[config.mk]
export PLATFORM = sky130hd
export DESIGN_NAME = vram_write_host
export DESIGN_NICKNAME = d
export VERILOG_FILES = /design/src/vram_host_pkg.sv /design/src/wait_timer_if.sv /design/src/vram_wait_timer.sv /design/src/vram_write_host.sv
export SDC_FILE = /design/constraint.sdc
export NUM_CORES = 1
export LEC_CHECK = 0
export ABC_AREA = 1
export BUFFER_PORTS_ARGS = -buffer_cell sky130_fd_sc_hd__buf_2
export CAP_MARGIN = 20
export CORE_MARGIN = 2
export CORE_UTILIZATION = 40
export CTS_BUF_LIST = sky130_fd_sc_hd__clkbuf_8
export DETAILED_ROUTE_END_ITERATION = 7
export SYNTH_ARGS = -nofsm -noshare
export SYNTH_HDL_FRONTEND = slang
export SYNTH_SLANG_ARGS = --single-unit
[constraint.sdc]
create_clock -name i_clk -period 1.91 [get_ports i_clk]
set_input_delay 0.0955 -clock i_clk [delete_from_list [all_inputs] [get_ports i_clk]]
set_output_delay 0.0955 -clock i_clk [all_outputs]
set_load 0.01 [all_outputs]
[src/vram_host_pkg.sv]
// vram_host_pkg: constants, register map, commands and states of the
// host-side video DRAM write controller.
// assumes: a 10 MHz controller clock.
package vram_host_pkg;
    localparam int CLK_PERIOD_NS = 100;
    localparam int POWERUP_WAIT_US = 100;
    // least time: round up to whole cycles
    localparam int WAIT_CYC =
        (POWERUP_WAIT_US * 1000 + CLK_PERIOD_NS - 1) / CLK_PERIOD_NS;
    localparam int WAIT_W = 11;
    localparam logic [WAIT_W-1:0] WAIT_LOAD = WAIT_W'(WAIT_CYC);
    localparam int INIT_CYCLES = 8;
    localparam int INIT_W = 4;
    localparam logic [INIT_W-1:0] INIT_LAST = INIT_W'(INIT_CYCLES);

    localparam int ADDR_W = 9;
    localparam int DQ_W = 8;
    localparam int RA_W = 3;
    localparam int RD_W = 16;
    localparam int OP_W = 4;

    localparam logic [RA_W-1:0] REG_CTRL = 3'h0;
    localparam logic [RA_W-1:0] REG_ROW = 3'h1;
    localparam logic [RA_W-1:0] REG_COL = 3'h2;
    localparam logic [RA_W-1:0] REG_WDATA = 3'h3;
    localparam logic [RA_W-1:0] REG_WMASK = 3'h4;
    localparam logic [RA_W-1:0] REG_MODE = 3'h5;
    localparam logic [RA_W-1:0] REG_STATUS = 3'h6;
    localparam logic [RA_W-1:0] REG_RDATA = 3'h7;

    localparam int MODE_PERSIST = 0;
    localparam int STAT_BUSY = 0;
    localparam int STAT_INIT = 1;
    localparam int STAT_REFUSED = 2;
    localparam int STAT_SPLIT = 3;

    // select level at the row strobe of a register-reset refresh
    localparam logic RESET_REFRESH_SEL = 1'b1;

    typedef enum logic [OP_W-1:0] {
        OP_PLAIN = 4'h0,
        OP_MASKED = 4'h1,
        OP_BLOCK = 4'h2,
        OP_MBLOCK = 4'h3,
        OP_LMASK = 4'h4,
        OP_LCOLOR = 4'h5,
        OP_READ = 4'h6,
        OP_RMW = 4'h7,
        OP_RREFRESH = 4'h8,
        OP_SHIFT_CLK = 4'h9,
        OP_INIT = 4'hA
    } op_t;

    typedef enum logic [14:0] {
        ST_IDLE = 15'h0001,
        ST_INIT_WAIT = 15'h0002,
        ST_ROW_SET = 15'h0004,
        ST_RAS_LOW = 15'h0008,
        ST_COL_SET = 15'h0010,
        ST_CAS_LOW = 15'h0020,
        ST_RD_OE = 15'h0040,
        ST_WR_SET = 15'h0080,
        ST_WR_WE = 15'h0100,
        ST_CBR_SET = 15'h0200,
        ST_CBR_CAS = 15'h0400,
        ST_HOLD = 15'h0800,
        ST_PRE = 15'h1000,
        ST_SHIFT_HI = 15'h2000,
        ST_SHIFT_LO = 15'h4000
    } state_t;
endpackage : vram_host_pkg

[src/wait_timer_if.sv]
// wait_timer_if: reload and expiry between the controller and its timer.
// assumes: both ends on the controller clock.
`timescale 1ns/100ps
interface wait_timer_if;
    logic load;
    logic done;
    modport owner (output load, input done);
    modport timer (input load, output done);
endinterface : wait_timer_if

[src/vram_wait_timer.sv]
// vram_wait_timer: power-up wait counter, armed out of reset.
// assumes: load is a one-cycle pulse from the controller.
`timescale 1ns/100ps
module vram_wait_timer
    import vram_host_pkg::*;
(
    input wire logic i_clk,
    input wire logic i_resetn,
    input wire logic i_ce,
    wait_timer_if.timer tmr
);
    logic [WAIT_W-1:0] cnt_reg;
    logic [WAIT_W-1:0] cnt_next;

    always_comb begin
        cnt_next = cnt_reg;
        if (tmr.load) begin
            cnt_next = WAIT_LOAD;
        end else if (cnt_reg != '0) begin
            cnt_next = cnt_reg - WAIT_W'(1);
        end
    end

    always_ff @(posedge i_clk or negedge i_resetn) begin
        if (!i_resetn) begin
            cnt_reg <= WAIT_LOAD;
        end else if (i_ce) begin
            cnt_reg <= cnt_next;
        end
    end

    assign tmr.done = (cnt_reg == '0) && !tmr.load;
endmodule : vram_wait_timer

[src/vram_write_host.sv]
// vram_write_host: host controller driving the random-access port of a
// clockless video DRAM: write modes, register loads, reads, refresh.
// assumes: software port with one-cycle strobes; board resolves the
// shared data lines from o_io_out/o_io_oe_n and the DRAM's own drive.
// Contract
// - select low at both strobes, write enable high at row: plain write
// - select low at row, high at column, enable high: block write
// - select high at row loads mask (column low) or colour (column high)
// - after power-up wait 100 us, then eight reset refresh cycles
// - give one serial clock pulse before trusting the split-half flag
// - hold the spare function pin low in every operation
// - turn the device's output buffer off before driving write data
`timescale 1ns/100ps
module vram_write_host
    import vram_host_pkg::*;
(
    input wire logic i_clk,
    input wire logic i_resetn,
    input wire logic i_ce,
    input wire logic [RA_W-1:0] i_addr,
    input wire logic [RD_W-1:0] i_wr_data,
    input wire logic i_wr,
    input wire logic i_rd,
    output logic [RD_W-1:0] o_rd_data,
    output logic o_ras_n,
    output logic o_cas_n,
    output logic o_we_n,
    output logic o_oe_n,
    output logic [ADDR_W-1:0] o_addr,
    output logic o_special_function_select,
    output logic o_spare_function_pin,
    output logic o_serial_shift_clock,
    output logic [DQ_W-1:0] o_io_out,
    output logic o_io_oe_n,
    input wire logic [DQ_W-1:0] i_io_in,
    input wire logic i_split_half_flag
);
    state_t state_reg, state_next;
    op_t op_reg, op_next;
    op_t cmd_op;
    logic [INIT_W-1:0] init_cnt_reg, init_cnt_next;
    logic init_done_reg, init_done_next;
    logic shifted_reg, shifted_next;
    logic [DQ_W-1:0] cap_reg, cap_next;
    logic [ADDR_W-1:0] row_reg, row_next, col_reg, col_next;
    logic [DQ_W-1:0] wdata_reg, wdata_next, wmask_reg, wmask_next;
    logic persist_reg, persist_next;
    logic refused_reg, refused_next;
    logic [RD_W-1:0] rd_data_next;
    logic ras_n_next, cas_n_next, we_n_next, oe_n_next;
    logic dsf_next, shift_next, io_oe_n_next;
    logic [ADDR_W-1:0] addr_next;
    logic [DQ_W-1:0] io_out_next;
    logic ctrl_wr, go, tmr_load, release_pins;
    logic cmd_masked, cmd_rowsel, op_colsel, op_rd;

    wait_timer_if tmr_if();

    vram_wait_timer u_timer (
        .i_clk(i_clk),
        .i_resetn(i_resetn),
        .i_ce(i_ce),
        .tmr(tmr_if.timer)
    );
    assign tmr_if.load = tmr_load;

    assign cmd_op = op_t'(i_wr_data[OP_W-1:0]);
    assign ctrl_wr = i_wr && (i_addr == REG_CTRL);
    assign go = ctrl_wr && (state_reg == ST_IDLE) && (cmd_op <= OP_INIT);
    assign cmd_masked = (cmd_op == OP_MASKED) || (cmd_op == OP_MBLOCK);
    assign cmd_rowsel = (cmd_op == OP_LMASK) || (cmd_op == OP_LCOLOR);
    assign op_colsel = (op_reg == OP_BLOCK) || (op_reg == OP_MBLOCK)
        || (op_reg == OP_LCOLOR);
    assign op_rd = (op_reg == OP_READ) || (op_reg == OP_RMW);

    // software registers
    always_comb begin
        row_next = row_reg;
        col_next = col_reg;
        wdata_next = wdata_reg;
        wmask_next = wmask_reg;
        persist_next = persist_reg;
        refused_next = refused_reg;
        rd_data_next = '0;
        if (i_wr) begin
            case (i_addr)
                REG_ROW: row_next = i_wr_data[ADDR_W-1:0];
                REG_COL: col_next = i_wr_data[ADDR_W-1:0];
                REG_WDATA: wdata_next = i_wr_data[DQ_W-1:0];
                REG_WMASK: wmask_next = i_wr_data[DQ_W-1:0];
                REG_MODE: persist_next = i_wr_data[MODE_PERSIST];
                REG_STATUS: begin
                    if (i_wr_data[STAT_REFUSED]) begin
                        refused_next = 1'b0;
                    end
                end
                default: ;
            endcase
        end
        // set wins over a clear in the same cycle
        if (ctrl_wr && !go) begin
            refused_next = 1'b1;
        end
        if (i_rd) begin
            case (i_addr)
                REG_CTRL: rd_data_next = RD_W'(op_reg);
                REG_ROW: rd_data_next = RD_W'(row_reg);
                REG_COL: rd_data_next = RD_W'(col_reg);
                REG_WDATA: rd_data_next = RD_W'(wdata_reg);
                REG_WMASK: rd_data_next = RD_W'(wmask_reg);
                REG_MODE: rd_data_next[MODE_PERSIST] = persist_reg;
                REG_STATUS: begin
                    rd_data_next[STAT_BUSY] = (state_reg != ST_IDLE);
                    rd_data_next[STAT_INIT] = init_done_reg;
                    rd_data_next[STAT_REFUSED] = refused_reg;
                    // flag may float until a shift clock has been given
                    rd_data_next[STAT_SPLIT] = shifted_reg
                        && i_split_half_flag;
                end
                default: rd_data_next = RD_W'(cap_reg);
            endcase
        end
    end

    always_ff @(posedge i_clk or negedge i_resetn) begin
        if (!i_resetn) begin
            row_reg <= '0;
            col_reg <= '0;
            wdata_reg <= '0;
            wmask_reg <= '0;
            persist_reg <= 1'b0;
            refused_reg <= 1'b0;
            o_rd_data <= '0;
        end else if (i_ce) begin
            row_reg <= row_next;
            col_reg <= col_next;
            wdata_reg <= wdata_next;
            wmask_reg <= wmask_next;
            persist_reg <= persist_next;
            refused_reg <= refused_next;
            o_rd_data <= rd_data_next;
        end
    end

    // sequencer and pins; every pin changes at least one state ahead of its strobe (refresh select: two states before the row strobe)
    always_comb begin
        state_next = state_reg;
        op_next = op_reg;
        init_cnt_next = init_cnt_reg;
        init_done_next = init_done_reg;
        shifted_next = shifted_reg;
        cap_next = cap_reg;
        ras_n_next = o_ras_n;
        cas_n_next = o_cas_n;
        we_n_next = o_we_n;
        oe_n_next = o_oe_n;
        addr_next = o_addr;
        dsf_next = o_special_function_select;
        shift_next = o_serial_shift_clock;
        io_out_next = o_io_out;
        io_oe_n_next = o_io_oe_n;
        tmr_load = 1'b0;
        release_pins = 1'b0;
        case (state_reg)
            ST_INIT_WAIT: begin
                if (tmr_if.done) begin
                    state_next = ST_CBR_SET;
                    dsf_next = RESET_REFRESH_SEL;
                end
            end
            ST_IDLE: begin
                if (go) begin
                    op_next = cmd_op;
                    case (cmd_op)
                        OP_RREFRESH: begin
                            state_next = ST_CBR_SET;
                            dsf_next = RESET_REFRESH_SEL;
                        end
                        OP_SHIFT_CLK: begin
                            state_next = ST_SHIFT_HI;
                            shift_next = 1'b1;
                        end
                        OP_INIT: begin
                            state_next = ST_INIT_WAIT;
                            tmr_load = 1'b1;
                            init_done_next = 1'b0;
                            init_cnt_next = '0;
                        end
                        default: begin
                            state_next = ST_ROW_SET;
                            addr_next = row_reg;
                            dsf_next = cmd_rowsel;
                            we_n_next = !cmd_masked;
                            io_out_next = wmask_reg;
                            // stored-mask mode leaves the row lines undriven
                            io_oe_n_next = !(cmd_masked && !persist_reg);
                        end
                    endcase
                end
            end
            ST_ROW_SET: begin
                state_next = ST_RAS_LOW;
                ras_n_next = 1'b0;
            end
            ST_RAS_LOW: begin
                state_next = ST_COL_SET;
                addr_next = col_reg;
                dsf_next = op_colsel;
                io_out_next = wdata_reg;
                // early write: enable low before the column strobe
                we_n_next = op_rd;
                io_oe_n_next = op_rd;
            end
            ST_COL_SET: begin
                state_next = ST_CAS_LOW;
                cas_n_next = 1'b0;
            end
            ST_CAS_LOW: begin
                if (op_rd) begin
                    state_next = ST_RD_OE;
                    oe_n_next = 1'b0;
                end else begin
                    state_next = ST_PRE;
                    release_pins = 1'b1;
                end
            end
            ST_RD_OE: begin
                cap_next = i_io_in;
                oe_n_next = 1'b1;
                if (op_reg == OP_RMW) begin
                    state_next = ST_WR_SET;
                end else begin
                    state_next = ST_PRE;
                    release_pins = 1'b1;
                end
            end
            ST_WR_SET: begin
                state_next = ST_WR_WE;
                io_out_next = wdata_reg;
                io_oe_n_next = 1'b0;
            end
            ST_WR_WE: begin
                state_next = ST_HOLD;
                we_n_next = 1'b0;
            end
            ST_CBR_SET: begin
                state_next = ST_CBR_CAS;
                cas_n_next = 1'b0;
            end
            ST_CBR_CAS: begin
                state_next = ST_HOLD;
                ras_n_next = 1'b0;
            end
            ST_HOLD: begin
                state_next = ST_PRE;
                release_pins = 1'b1;
                if (!init_done_reg) begin
                    init_cnt_next = init_cnt_reg + INIT_W'(1);
                end
            end
            ST_PRE: begin
                if (init_done_reg) begin
                    state_next = ST_IDLE;
                end else if (init_cnt_reg == INIT_LAST) begin
                    state_next = ST_SHIFT_HI;
                    shift_next = 1'b1;
                end else begin
                    state_next = ST_CBR_SET;
                    dsf_next = RESET_REFRESH_SEL;
                end
            end
            ST_SHIFT_HI: begin
                state_next = ST_SHIFT_LO;
                shift_next = 1'b0;
            end
            ST_SHIFT_LO: begin
                state_next = ST_IDLE;
                shifted_next = 1'b1;
                init_done_next = 1'b1;
            end
            default: begin
                state_next = ST_IDLE;
                release_pins = 1'b1;
            end
        endcase
        if (release_pins) begin
            ras_n_next = 1'b1;
            cas_n_next = 1'b1;
            we_n_next = 1'b1;
            oe_n_next = 1'b1;
            io_oe_n_next = 1'b1;
            dsf_next = 1'b0;
        end
    end

    always_ff @(posedge i_clk or negedge i_resetn) begin
        if (!i_resetn) begin
            state_reg <= ST_INIT_WAIT;
            op_reg <= OP_PLAIN;
            init_cnt_reg <= '0;
            init_done_reg <= 1'b0;
            shifted_reg <= 1'b0;
            cap_reg <= '0;
            o_ras_n <= 1'b1;
            o_cas_n <= 1'b1;
            o_we_n <= 1'b1;
            o_oe_n <= 1'b1;
            o_addr <= '0;
            o_special_function_select <= 1'b0;
            o_spare_function_pin <= 1'b0;
            o_serial_shift_clock <= 1'b0;
            o_io_out <= '0;
            o_io_oe_n <= 1'b1;
        end else if (i_ce) begin
            state_reg <= state_next;
            op_reg <= op_next;
            init_cnt_reg <= init_cnt_next;
            init_done_reg <= init_done_next;
            shifted_reg <= shifted_next;
            cap_reg <= cap_next;
            o_ras_n <= ras_n_next;
            o_cas_n <= cas_n_next;
            o_we_n <= we_n_next;
            o_oe_n <= oe_n_next;
            o_addr <= addr_next;
            o_special_function_select <= dsf_next;
            o_spare_function_pin <= 1'b0;
            o_serial_shift_clock <= shift_next;
            o_io_out <= io_out_next;
            o_io_oe_n <= io_oe_n_next;
        end
    end

    // checks; sampled only on enabled edges
    logic [WAIT_W-1:0] wait_cnt_reg;

    always_ff @(posedge i_clk or negedge i_resetn) begin
        if (!i_resetn) begin
            wait_cnt_reg <= '0;
        end else if (i_ce) begin
            if (tmr_load) begin
                wait_cnt_reg <= '0;
            end else if (state_reg == ST_INIT_WAIT) begin
                wait_cnt_reg <= wait_cnt_reg + WAIT_W'(1);
            end
        end
    end
endmodule : vram_write_host

==> out/results.tsv, run 1 <==
metric	value	unit
outcome	complete, but fails checks	
violations	setup timing	
clkTransAtPathRegs	0.07	ns
swShare	0.369	
async_flop_share	1.00	
ys_types	47	
slew_viol_final	0	
htree_levels	4	
cts_tree	done	
power_density	1150	mW/mm²
slowest_delay	0.42	ns
yosys.area_share.xor_xnor	0.00868	
die_y	127	µm
yosys.area_share.adder	0.00826	
cts_sinks	113	
drive_above_1_share	0.245	
ant_nets	0	
critPathLaunchType	flip-flop	
max_freq	0.522	GHz
setup_viol	1	
hold_path_class	input port to flip-flop	
synth-main-ff-cell	dfrtp_1	
utilization	0.515	
cpLargestDelayFamily	simple AND/OR/NAND/NOR gates	
layout.cells.non_filler	1081	
synth-seq-area-share	0.469	
use_met2	0.327	
core	0.0146	mm²
p_int	5480	µW
fill_cells	1437	
cap_violations	0	
synth-edff-count	0	
total_power	8690	µW
max_slew_margin	0.598	
place_congestion	0.870	
top_usage_layer	met2	
clock_skew	0.00855	ns
die_x	127	µm
largest_reg_flops	15	
rsz0062_at_grt	true	
firstDrtPassIters	5	
synthSimpleGateAreaFrac	0.256	
critPathCaptureType	flip-flop	
power_leakage	0.00374	µW
synth_top_family_by_area	simple AND/OR/NAND/NOR gates	
wirelength	16100	µm
use_met1	0.286	
dp.cells	1025	
antenna_found_initial	0	
start_util	0.414	
cp_max_fo	16	
wl_per_cell	14.9	µm
drtIter0Drc	354	
area_delta_synth_final	24.5	%
global_route.overflow_total	0	
nets	923	
p_seq_frac	0.397	
pin_count	74	
yosys_register_bits	113	
netlist_instances	755	
switchingPower	3200	µW
required	2.22	ns
hpwl	11800	µm
hold_viol	0	
clkPwrFrac	0.255	
power.share.combinational	0.347	
clkLatencyLatePin	0.43	ns
crit_buf_inv	2	
cts_buffers	17	
grt_start_max_net_pins	41	
path_cells	nor2_4 > nand2_4 > nor2_8 > nand2_4 > nor3_4 > buf_4 > o21ai_2 > buf_12 > nand2_1 > o21ai_1	
grt_pass1_wl	26000	µm
dieArea	0.0161	mm²
post-route-period-util	1.00	
setup_slack	-0.00696	ns
viasPerCell	5.06	
layout_min_cycle_time	1.92	ns
worstSetupPathType	flip-flop to flip-flop	
crit_top_cell	nand2_4	
yosysWarnings	0	
crit_path_top_delay_cell	dfrtp_1	
rows	44	
root_buffer	clkbuf_8	
syn-cell-area	0.00606	mm²
dr_total_vias	5473	
use_met3	0.0486	
ir_worst_vdd	0.000703	V
syn_area_per_cell	8.02	µm²
worst_slew_pin_slew	0.599	ns
grt_pass1_vias	5186	
arrival	2.23	ns
grt.total_usage	0.206	
drc	0	
diodes	0	
cts_max_path_buffers	2	
port_buffers	58	
synth_compound_area_frac	0.153	
synthMuxAreaShare	0.0186	
==> layout make-up <==
class	count	area [µm²]	share of cell area
clock buffer	20	275	0.0365
clock inverter	10	113	0.0149
inverter	93	359	0.0476
multi-input combinational	533	2800	0.371
sequential	113	2840	0.377
tap	184	230	0.0305
timing repair buffer	128	922	0.122
==> power by group through the flow <==
stage,Sequential (µW),Combinational [µW],Clock [µW]
floorplan,3520,1840,0
global placement,3480,2810,0
detailed placement,3470,2840,0
CTS,3440,2870,2270
global route,3530,3430,2390
finish,3450,3020,2220
==> cell families after synthesis <==
group,count (synthesis)
AOI/OAI and AO/OA,162
and+or+nand+nor,341
buffers and inverters,117
DFF,113
adders and majority gates,4
xor gates and xnor gates,6
muxes,11
other,1
==> routing by layer <==
layer  share of wire  routed length (µm)
met1            0.47                7570
met2            0.47                7550
met3           0.052                 837
met4          0.0097                 156
met5               0                   0
==> worst register-to-register path: stages, from the launching register on <==
cell and delay [ns]:
dfrtp_1 0.42, nor2_4 0.15, nand2_4 0.10, nor2_8 0.18, nand2_4 0.15, nor3_4 0.32
buf_4 0.17, o21ai_2 0.06, buf_12 0.15, nand2_1 0.06, o21ai_1 0.06
==> placed cells by master, fill, tap and decap left out, types with 6 or more instances in the layout <==
| cell | instances |
|---|---|
| nand2_1 | 195 |
| dfrtp_1 | 101 |
| inv_1 | 76 |
| o21ai_0 | 75 |
| buf_2 | 57 |
| nor2_1 | 52 |
| buf_4 | 47 |
| o21ai_1 | 36 |
| nand3_1 | 34 |
| clkbuf_8 | 20 |
| dlygate4sd3_1 | 17 |
| inv_2 | 14 |
| a21oi_1 | 14 |
| nand4_1 | 13 |
| dfstp_2 | 12 |
| nor2_4 | 10 |
| mux2i_1 | 9 |
| o211ai_1 | 9 |
| o21ai_2 | 8 |
| conb_1 | 8 |
| nand2_4 | 7 |
| nand2_2 | 7 |
| xor2_1 | 6 |
==> stage by stage <==
step	setup WS, ns	TNS [ns]	cell area, µm²	hold WS (ns)
floorplan	0.195	0	6080	-0.200
global placement	-0.0142	-0.0142	6830	0.131
detailed placement	-0.00855	-0.00895	6830	0.130
CTS	0.00668	0	7390	0.00647
global route	-0.0875	-1.37	7540	0.0177
finish	-0.00696	-0.00696	7540	0.0390
==> path summary, 6_finish.rpt <==
kind	startpoint	to	slack, ns	cells after the start
min in group asynchronous	i_resetn	init_done_reg	0.20	2
min	i_wr_data[2]	refused_reg	0.04	4
max	state_reg[9]	o_io_out[6]	-0.007	10
max in group asynchronous	i_resetn	u_timer.cnt_reg[8]	1.02	3
min reg2reg	o_io_oe_n	o_io_oe_n	0.46	2
max reg2reg	state_reg[9]	o_io_out[6]	-0.007	10
==> cells in the mapped netlist (2+ instances only) <==
master	n	area (µm²)
a21oi_1	14	70.1
a221oi_1	3	26.3
a22oi_1	2	15.0
buf_4	10	75.1
buf_6	5	56.3
clkbuf_1	8	30.0
dfrtp_1	101	2530
dfstp_2	12	315
ha_1	4	50.1
inv_1	75	282
inv_2	16	60.1
mux2_2	2	22.5
mux2i_1	9	90.1
nand2_1	198	743
nand2_2	7	43.8
nand2_4	4	45.0
nand3_1	36	180
nand3_2	3	30.0
nand3b_1	4	30.0
nand4_1	13	81.3
nor2_1	54	203
nor2_2	5	31.3
nor2_4	7	78.8
nor3_1	5	25.0
nor4_1	2	12.5
o2111ai_1	2	17.5
o211ai_1	9	67.6
o21ai_0	76	380
o21ai_1	36	180
o21ai_2	7	61.3
o22ai_1	5	31.3
xor2_1	6	52.6
==> what timing repair did <==
action,4_1_cts,5_1_grt
hold buffers,17,0
pin swaps,1,7
buffers inserted,0,8
setup endpoints to repair,2,53
hold endpoints to repair,61,0
resized for setup,1,26
cloned,0,1
Note: power is estimated with default switching activity, not from simulation.
==> run 2, diff against run 1 <==
--- a/config.mk
+++ b/config.mk
@@ -9,9 +9,10 @@
 export BUFFER_PORTS_ARGS = -buffer_cell sky130_fd_sc_hd__buf_2
 export CAP_MARGIN = 20
 export CORE_MARGIN = 2
-export CORE_UTILIZATION = 40
+export CORE_UTILIZATION = 50
 export CTS_BUF_LIST = sky130_fd_sc_hd__clkbuf_8
 export DETAILED_ROUTE_END_ITERATION = 7
+export PLACE_DENSITY = 0.7
 export SYNTH_ARGS = -nofsm -noshare
 export SYNTH_HDL_FRONTEND = slang
 export SYNTH_SLANG_ARGS = --single-unit
==> constraint.sdc (replaced) <==
create_clock -name i_clk -period 2.2 [get_ports i_clk]
set_input_delay 0.11 -clock i_clk [delete_from_list [all_inputs] [get_ports i_clk]]
set_output_delay 0.11 -clock i_clk [all_outputs]
set_load 0.01 [all_outputs]
==> out/results.tsv, run 2 (synthesized netlist as in run 1, its figures left out) <==
metric	value	unit	change
viasPerCell	5.43		+7.2%
nets	883		-4.3%
max_freq	0.481	GHz	-7.9%
port_buffers	58		unchanged
ant_nets	0		unchanged
grt.total_usage	0.255		+0.0486
power_leakage	0.00355	µW	-5.1%
post-route-period-util	0.946		-0.0578
critPathCaptureType	flip-flop		
p_int	4560	µW	-17%
grt_pass1_wl	25900	µm	-0.27%
area_delta_synth_final	16.9	%	
hold_viol	0		unchanged
wl_per_cell	15.7	µm	+5.4%
switchingPower	2710	µW	-16%
core	0.0119	mm²	-19%
dr_total_vias	5462		-0.20%
setup_slack	0.119	ns	+0.126 ns
cts_max_path_buffers	2		unchanged
drive_above_1_share	0.197		-0.0485
diodes	0		unchanged
p_seq_frac	0.414		+0.017
outcome	finished clean		
path_cells	nor2_2 > nand2_4 > nor2_8 > nand2_4 > nor3_4 > nor2_2 > a21oi_2 > nand3_2 > nand2_1 > o21ai_1		
largest_reg_flops	15		unchanged
grt_start_max_net_pins	42		+2.4%
rows	40		-9.1%
required	2.52	ns	+0.30 ns
htree_levels	4		unchanged
max_slew_margin	0.573		-0.0252
power.share.combinational	0.326		-0.021
layout_min_cycle_time	2.08	ns	+0.164 ns
place_congestion	0.939		+7.9%
die_y	114	µm	-10%
drc	0		unchanged
antenna_found_initial	0		unchanged
arrival	2.40	ns	+0.17 ns
firstDrtPassIters	5		unchanged
pin_count	74		unchanged
most-common-layout-cells	nand2_1, dfrtp_1, inv_1		
clkTransAtPathRegs	0.07	ns	about the same
root_buffer	clkbuf_8		
clkLatencyLatePin	0.44	ns	about the same
wirelength	15800	µm	-2.0%
die_x	114	µm	-10%
setup_viol	0		-1
fill_cells	1115		-22%
slew_viol_final	0		unchanged
cts_tree	done		
critPathLaunchType	flip-flop		
cts_sinks	113		unchanged
multi_input_area	0.00273	mm²	-2.5%
ir_worst_vdd	0.000591	V	-16%
worst_slew_pin_slew	0.636	ns	+0.0376 ns
cap_violations	0		unchanged
slowest_delay	0.42	ns	about the same
drtIter0Drc	403		+14%
pre_cts_ws	0.122	ns	+0.130 ns
start_util	0.509		+0.0949
cp_max_fo	12		-4
worstSetupPathType	flip-flop to flip-flop		
clkPwrFrac	0.260		+0.005
hpwl	11400	µm	-3.1%
crit_path_top_delay_cell	dfrtp_1		
utilization	0.594		+0.0792
power_density	1030	mW/mm²	-11%
global_route.overflow_total	0		unchanged
clock_skew	0.0124	ns	+0.00385 ns
rsz0062_at_grt	true		
final_common_cell	nand2_1		
cts_buffers	17		unchanged
dieArea	0.0130	mm²	-19%
grt_pass1_vias	5411		+4.3%
seq_area	0.00284	mm²	unchanged
hold_path_class	input port to flip-flop		
swShare	0.373		+0.00373
run 2: worst paths after layout:
| kind | start | endpoint | slack, ns | cells past startpoint |
|---|---|---|---|---|
| max | state_reg[8] | init_cnt_reg[3] | 0.12 | 10 |
| min | i_wr_data[2] | refused_reg | 0.05 | 4 |
| max reg2reg | state_reg[8] | init_cnt_reg[3] | 0.12 | 10 |
| min reg2reg | o_io_oe_n | o_io_oe_n | 0.46 | 2 |
| max in group asynchronous | i_resetn | u_timer.cnt_reg[6] | 1.33 | 3 |
| min in group asynchronous | i_resetn | o_special_function_select | 0.16 | 2 |
run 2: timing repair:
action                                  4_1_cts  5_1_grt
gates resized for setup                       0        1
buffers inserted                              0        1
endpoints found under the setup margin        0       12
hold endpoints to repair                     56        0
hold buffers                                 16        0
run 2: layout make-up:
class                      count  area share
tap                          147      0.0260
clock buffer                  20      0.0389
multi-input combinational    532       0.386
timing repair buffer          89      0.0834
sequential                   113       0.402
clock inverter                12      0.0148
inverter                      93      0.0495
run 2: per-stage QoR:
step                hold WS [ns]  instance area (µm²)  total power (µW)  TNS, ns  std cells
floorplan                 -0.186                 6080              4660        0        762
global placement          0.0785                 6520              5280        0        957
detailed placement        0.0951                 6520              5370        0        957
CTS                       0.0413                 7060              7290        0       1005
global route              0.0472                 7080              7770  -0.0406       1006
finish                    0.0479                 7080              7260        0       1006
run 2: layer usage:
| layer | vias to the layer above | track usage | wire [µm] |
|---|---|---|---|
| met5 | - | 0 | 0 |
| met4 | 0 | 0.129 | 541 |
| met3 | 43 | 0.0487 | 714 |
| met2 | 170 | 0.435 | 8010 |
| met1 | 2605 | 0.310 | 6530 |
| li1 | 2644 | - | - |
run 2: power by group through the flow:
stage / registers [µW] / logic, µW / clock network [µW]
detailed placement: 3030 / 2340 / 0
global placement: 3010 / 2270 / 0
finish: 3010 / 2370 / 1890
CTS: 3000 / 2370 / 1910
floorplan: 3060 / 1600 / 0
global route: 3070 / 2670 / 2030
run 2: worst max-delay path: cells and delay by family, from the launching register on:
family           cells  cell delay, ns
AND/OR/NAND/NOR      8            1.35
flip-flops           1            0.42
AO/OA/AOI/OAI        2            0.19
==> run 3, diff against run 2 <==
==> constraint.sdc (replaced) <==
create_clock -name i_clk -period 2.4 [get_ports i_clk]
set_input_delay 0.12 -clock i_clk [delete_from_list [all_inputs] [get_ports i_clk]]
set_output_delay 0.12 -clock i_clk [all_outputs]
set_load 0.01 [all_outputs]
==> out/results.tsv, run 3 (synthesized netlist as in run 1, its figures left out) <==
metric	value	unit	change
outcome	finished clean		
slew_viol_final	0		unchanged
htree_levels	4		unchanged
whs_endpoint	refused_reg		
area_delta_synth_final	16.1	%	
wirelength	14900	µm	-5.6%
top_usage_layer	met2		
holdPathStages	4		unchanged
r2r_slack	0.17	ns	+0.05 ns
setup_viol	0		unchanged
root_buffer	clkbuf_8		
cts_max_path_buffers	2		unchanged
r2r_cells	12		+2
dr_total_vias	5319		-2.6%
hpwl	10900	µm	-4.3%
max_slew_margin	0.541		-0.0312
final_common_cell	nand2_1		
fill_cells	1110		-0.45%
most-common-layout-cells	nand2_1, dfrtp_1, o21ai_0		
dieArea	0.0130	mm²	unchanged
hold_viol	0		unchanged
critPathLaunchType	flip-flop		
viasPerCell	5.33		-1.8%
drtIter0Drc	309		-23%
fin_tns_setup	0	ns	unchanged
ant_nets	0		unchanged
global_route.overflow_total	0		unchanged
largest_reg_flops	15		unchanged
clock_skew	0.00974	ns	-0.00267 ns
worst_slew_pin_slew	0.682	ns	+0.0454 ns
post-route-period-util	0.931		-0.0149
cts_buffers	17		unchanged
required	2.72	ns	+0.20 ns
grt.total_usage	0.244		-0.0112
worstSetupPathType	flip-flop to flip-flop		
drive_above_1_share	0.196		-0.000501
power_density	946	mW/mm²	-7.8%
clkTransAtPathRegs	0.07	ns	about the same
cp_max_fo	18		+6
grt_pass1_wl	24700	µm	-4.6%
die_x	114	µm	unchanged
rows	40		unchanged
pin_count	74		unchanged
use_met3	0.0424		-0.00635
firstDrtPassIters	5		unchanged
layout_min_cycle_time	2.23	ns	+0.153 ns
clkLatencyLatePin	0.44	ns	about the same
place_congestion	0.906		-3.5%
cts_tree	done		
wl_per_cell	14.9	µm	-4.8%
cap_violations	0		unchanged
die_y	114	µm	unchanged
use_met1	0.301		-0.00838
cts_sinks	113		unchanged
hold_path_class	input port to flip-flop		
core	0.0119	mm²	unchanged
antenna_found_initial	0		unchanged
port_buffers	58		unchanged
start_util	0.509		unchanged
arrival	2.55	ns	+0.15 ns
utilization	0.590		-0.00410
drc	0		unchanged
diodes	0		unchanged
critPathCaptureType	flip-flop		
use_met2	0.411		-0.0238
max_freq	0.448	GHz	-6.9%
grt_start_max_net_pins	49		+17%
whs	0.0670	ns	+0.0190 ns
power_leakage	0.00349	µW	-1.8%
reg2reg_from	state_reg[14]		
hold_start	i_wr_data[2]		
grt_pass1_vias	5205		-3.8%
nets	876		-0.79%
ir_worst_vdd	0.000659	V	+11%
r2r-end	state_reg[13]		
rsz0062_at_grt	false		
## run 3: worst max-delay path by stage
| stage | slack, ns | startpoint | cells past startpoint | endpoint |
|---|---|---|---|---|
| floorplan | 0.69 | state_reg[9] | 13 | state_reg[0] |
| global placement | 0.23 | state_reg[1] | 7 | o_io_out[5] |
| detailed placement | 0.15 | state_reg[1] | 8 | o_io_out[5] |
| CTS | 0.13 | state_reg[1] | 8 | o_io_out[5] |
| global route | 0.01 | state_reg[13] | 12 | u_timer.cnt_reg[7] |
| finish | 0.17 | state_reg[14] | 12 | state_reg[13] |
## run 3: area by class of cell
| class | count | area (µm²) | area share |
|---|---|---|---|
| clock buffer | 19 | 262 | 0.0372 |
| clock inverter | 12 | 135 | 0.0192 |
| inverter | 93 | 350 | 0.0498 |
| multi-input combinational | 532 | 2730 | 0.389 |
| sequential | 113 | 2840 | 0.404 |
| tap | 147 | 184 | 0.0262 |
| timing repair buffer | 82 | 526 | 0.0747 |
## run 3: layer usage
metal	up-vias	wire length (µm)
met5	-	0
met3	38	516
met1	2512	6350
met4	0	600
li1	2637	-
met2	132	7440
## run 3: worst max-delay path, cell delays in order, from the launching register on
cell and delay [ns]:
dfrtp_1 0.42, inv_2 0.09, nand3_2 0.21, nor2_8 0.26
nand2_4 0.16, nor2_4 0.11, nand2_2 0.10, nand2_4 0.11
nand2_2 0.07, nand2_4 0.17, inv_2 0.17, o211ai_1 0.17
o21ai_2 0.08
## run 3: repair_timing
action / in CTS / in global routing
hold buffers: 16 / 0
resized for setup: 0 / 1
endpoints found under the hold margin: 60 / 0
endpoints found under the setup margin: 0 / 8
buffers inserted: 0 / 0
## run 3: through the flow
step	power, µW	instance area (µm²)	cells	worst slack (ns)
finish	6650	7030	998	0.166
global route	7130	7030	998	0.0102
CTS	6690	7020	998	0.131
detailed placement	4870	6470	951	0.145
global placement	4810	6470	951	0.234
floorplan	4270	6080	762	0.685
## run 3: power by group
group / switching, µW / total, µW / internal (µW) / leakage, µW
registers: 316 / 2740 / 2430 / 0.00143
clock network: 808 / 1780 / 973 / 0.000190
logic: 1380 / 2130 / 751 / 0.00186
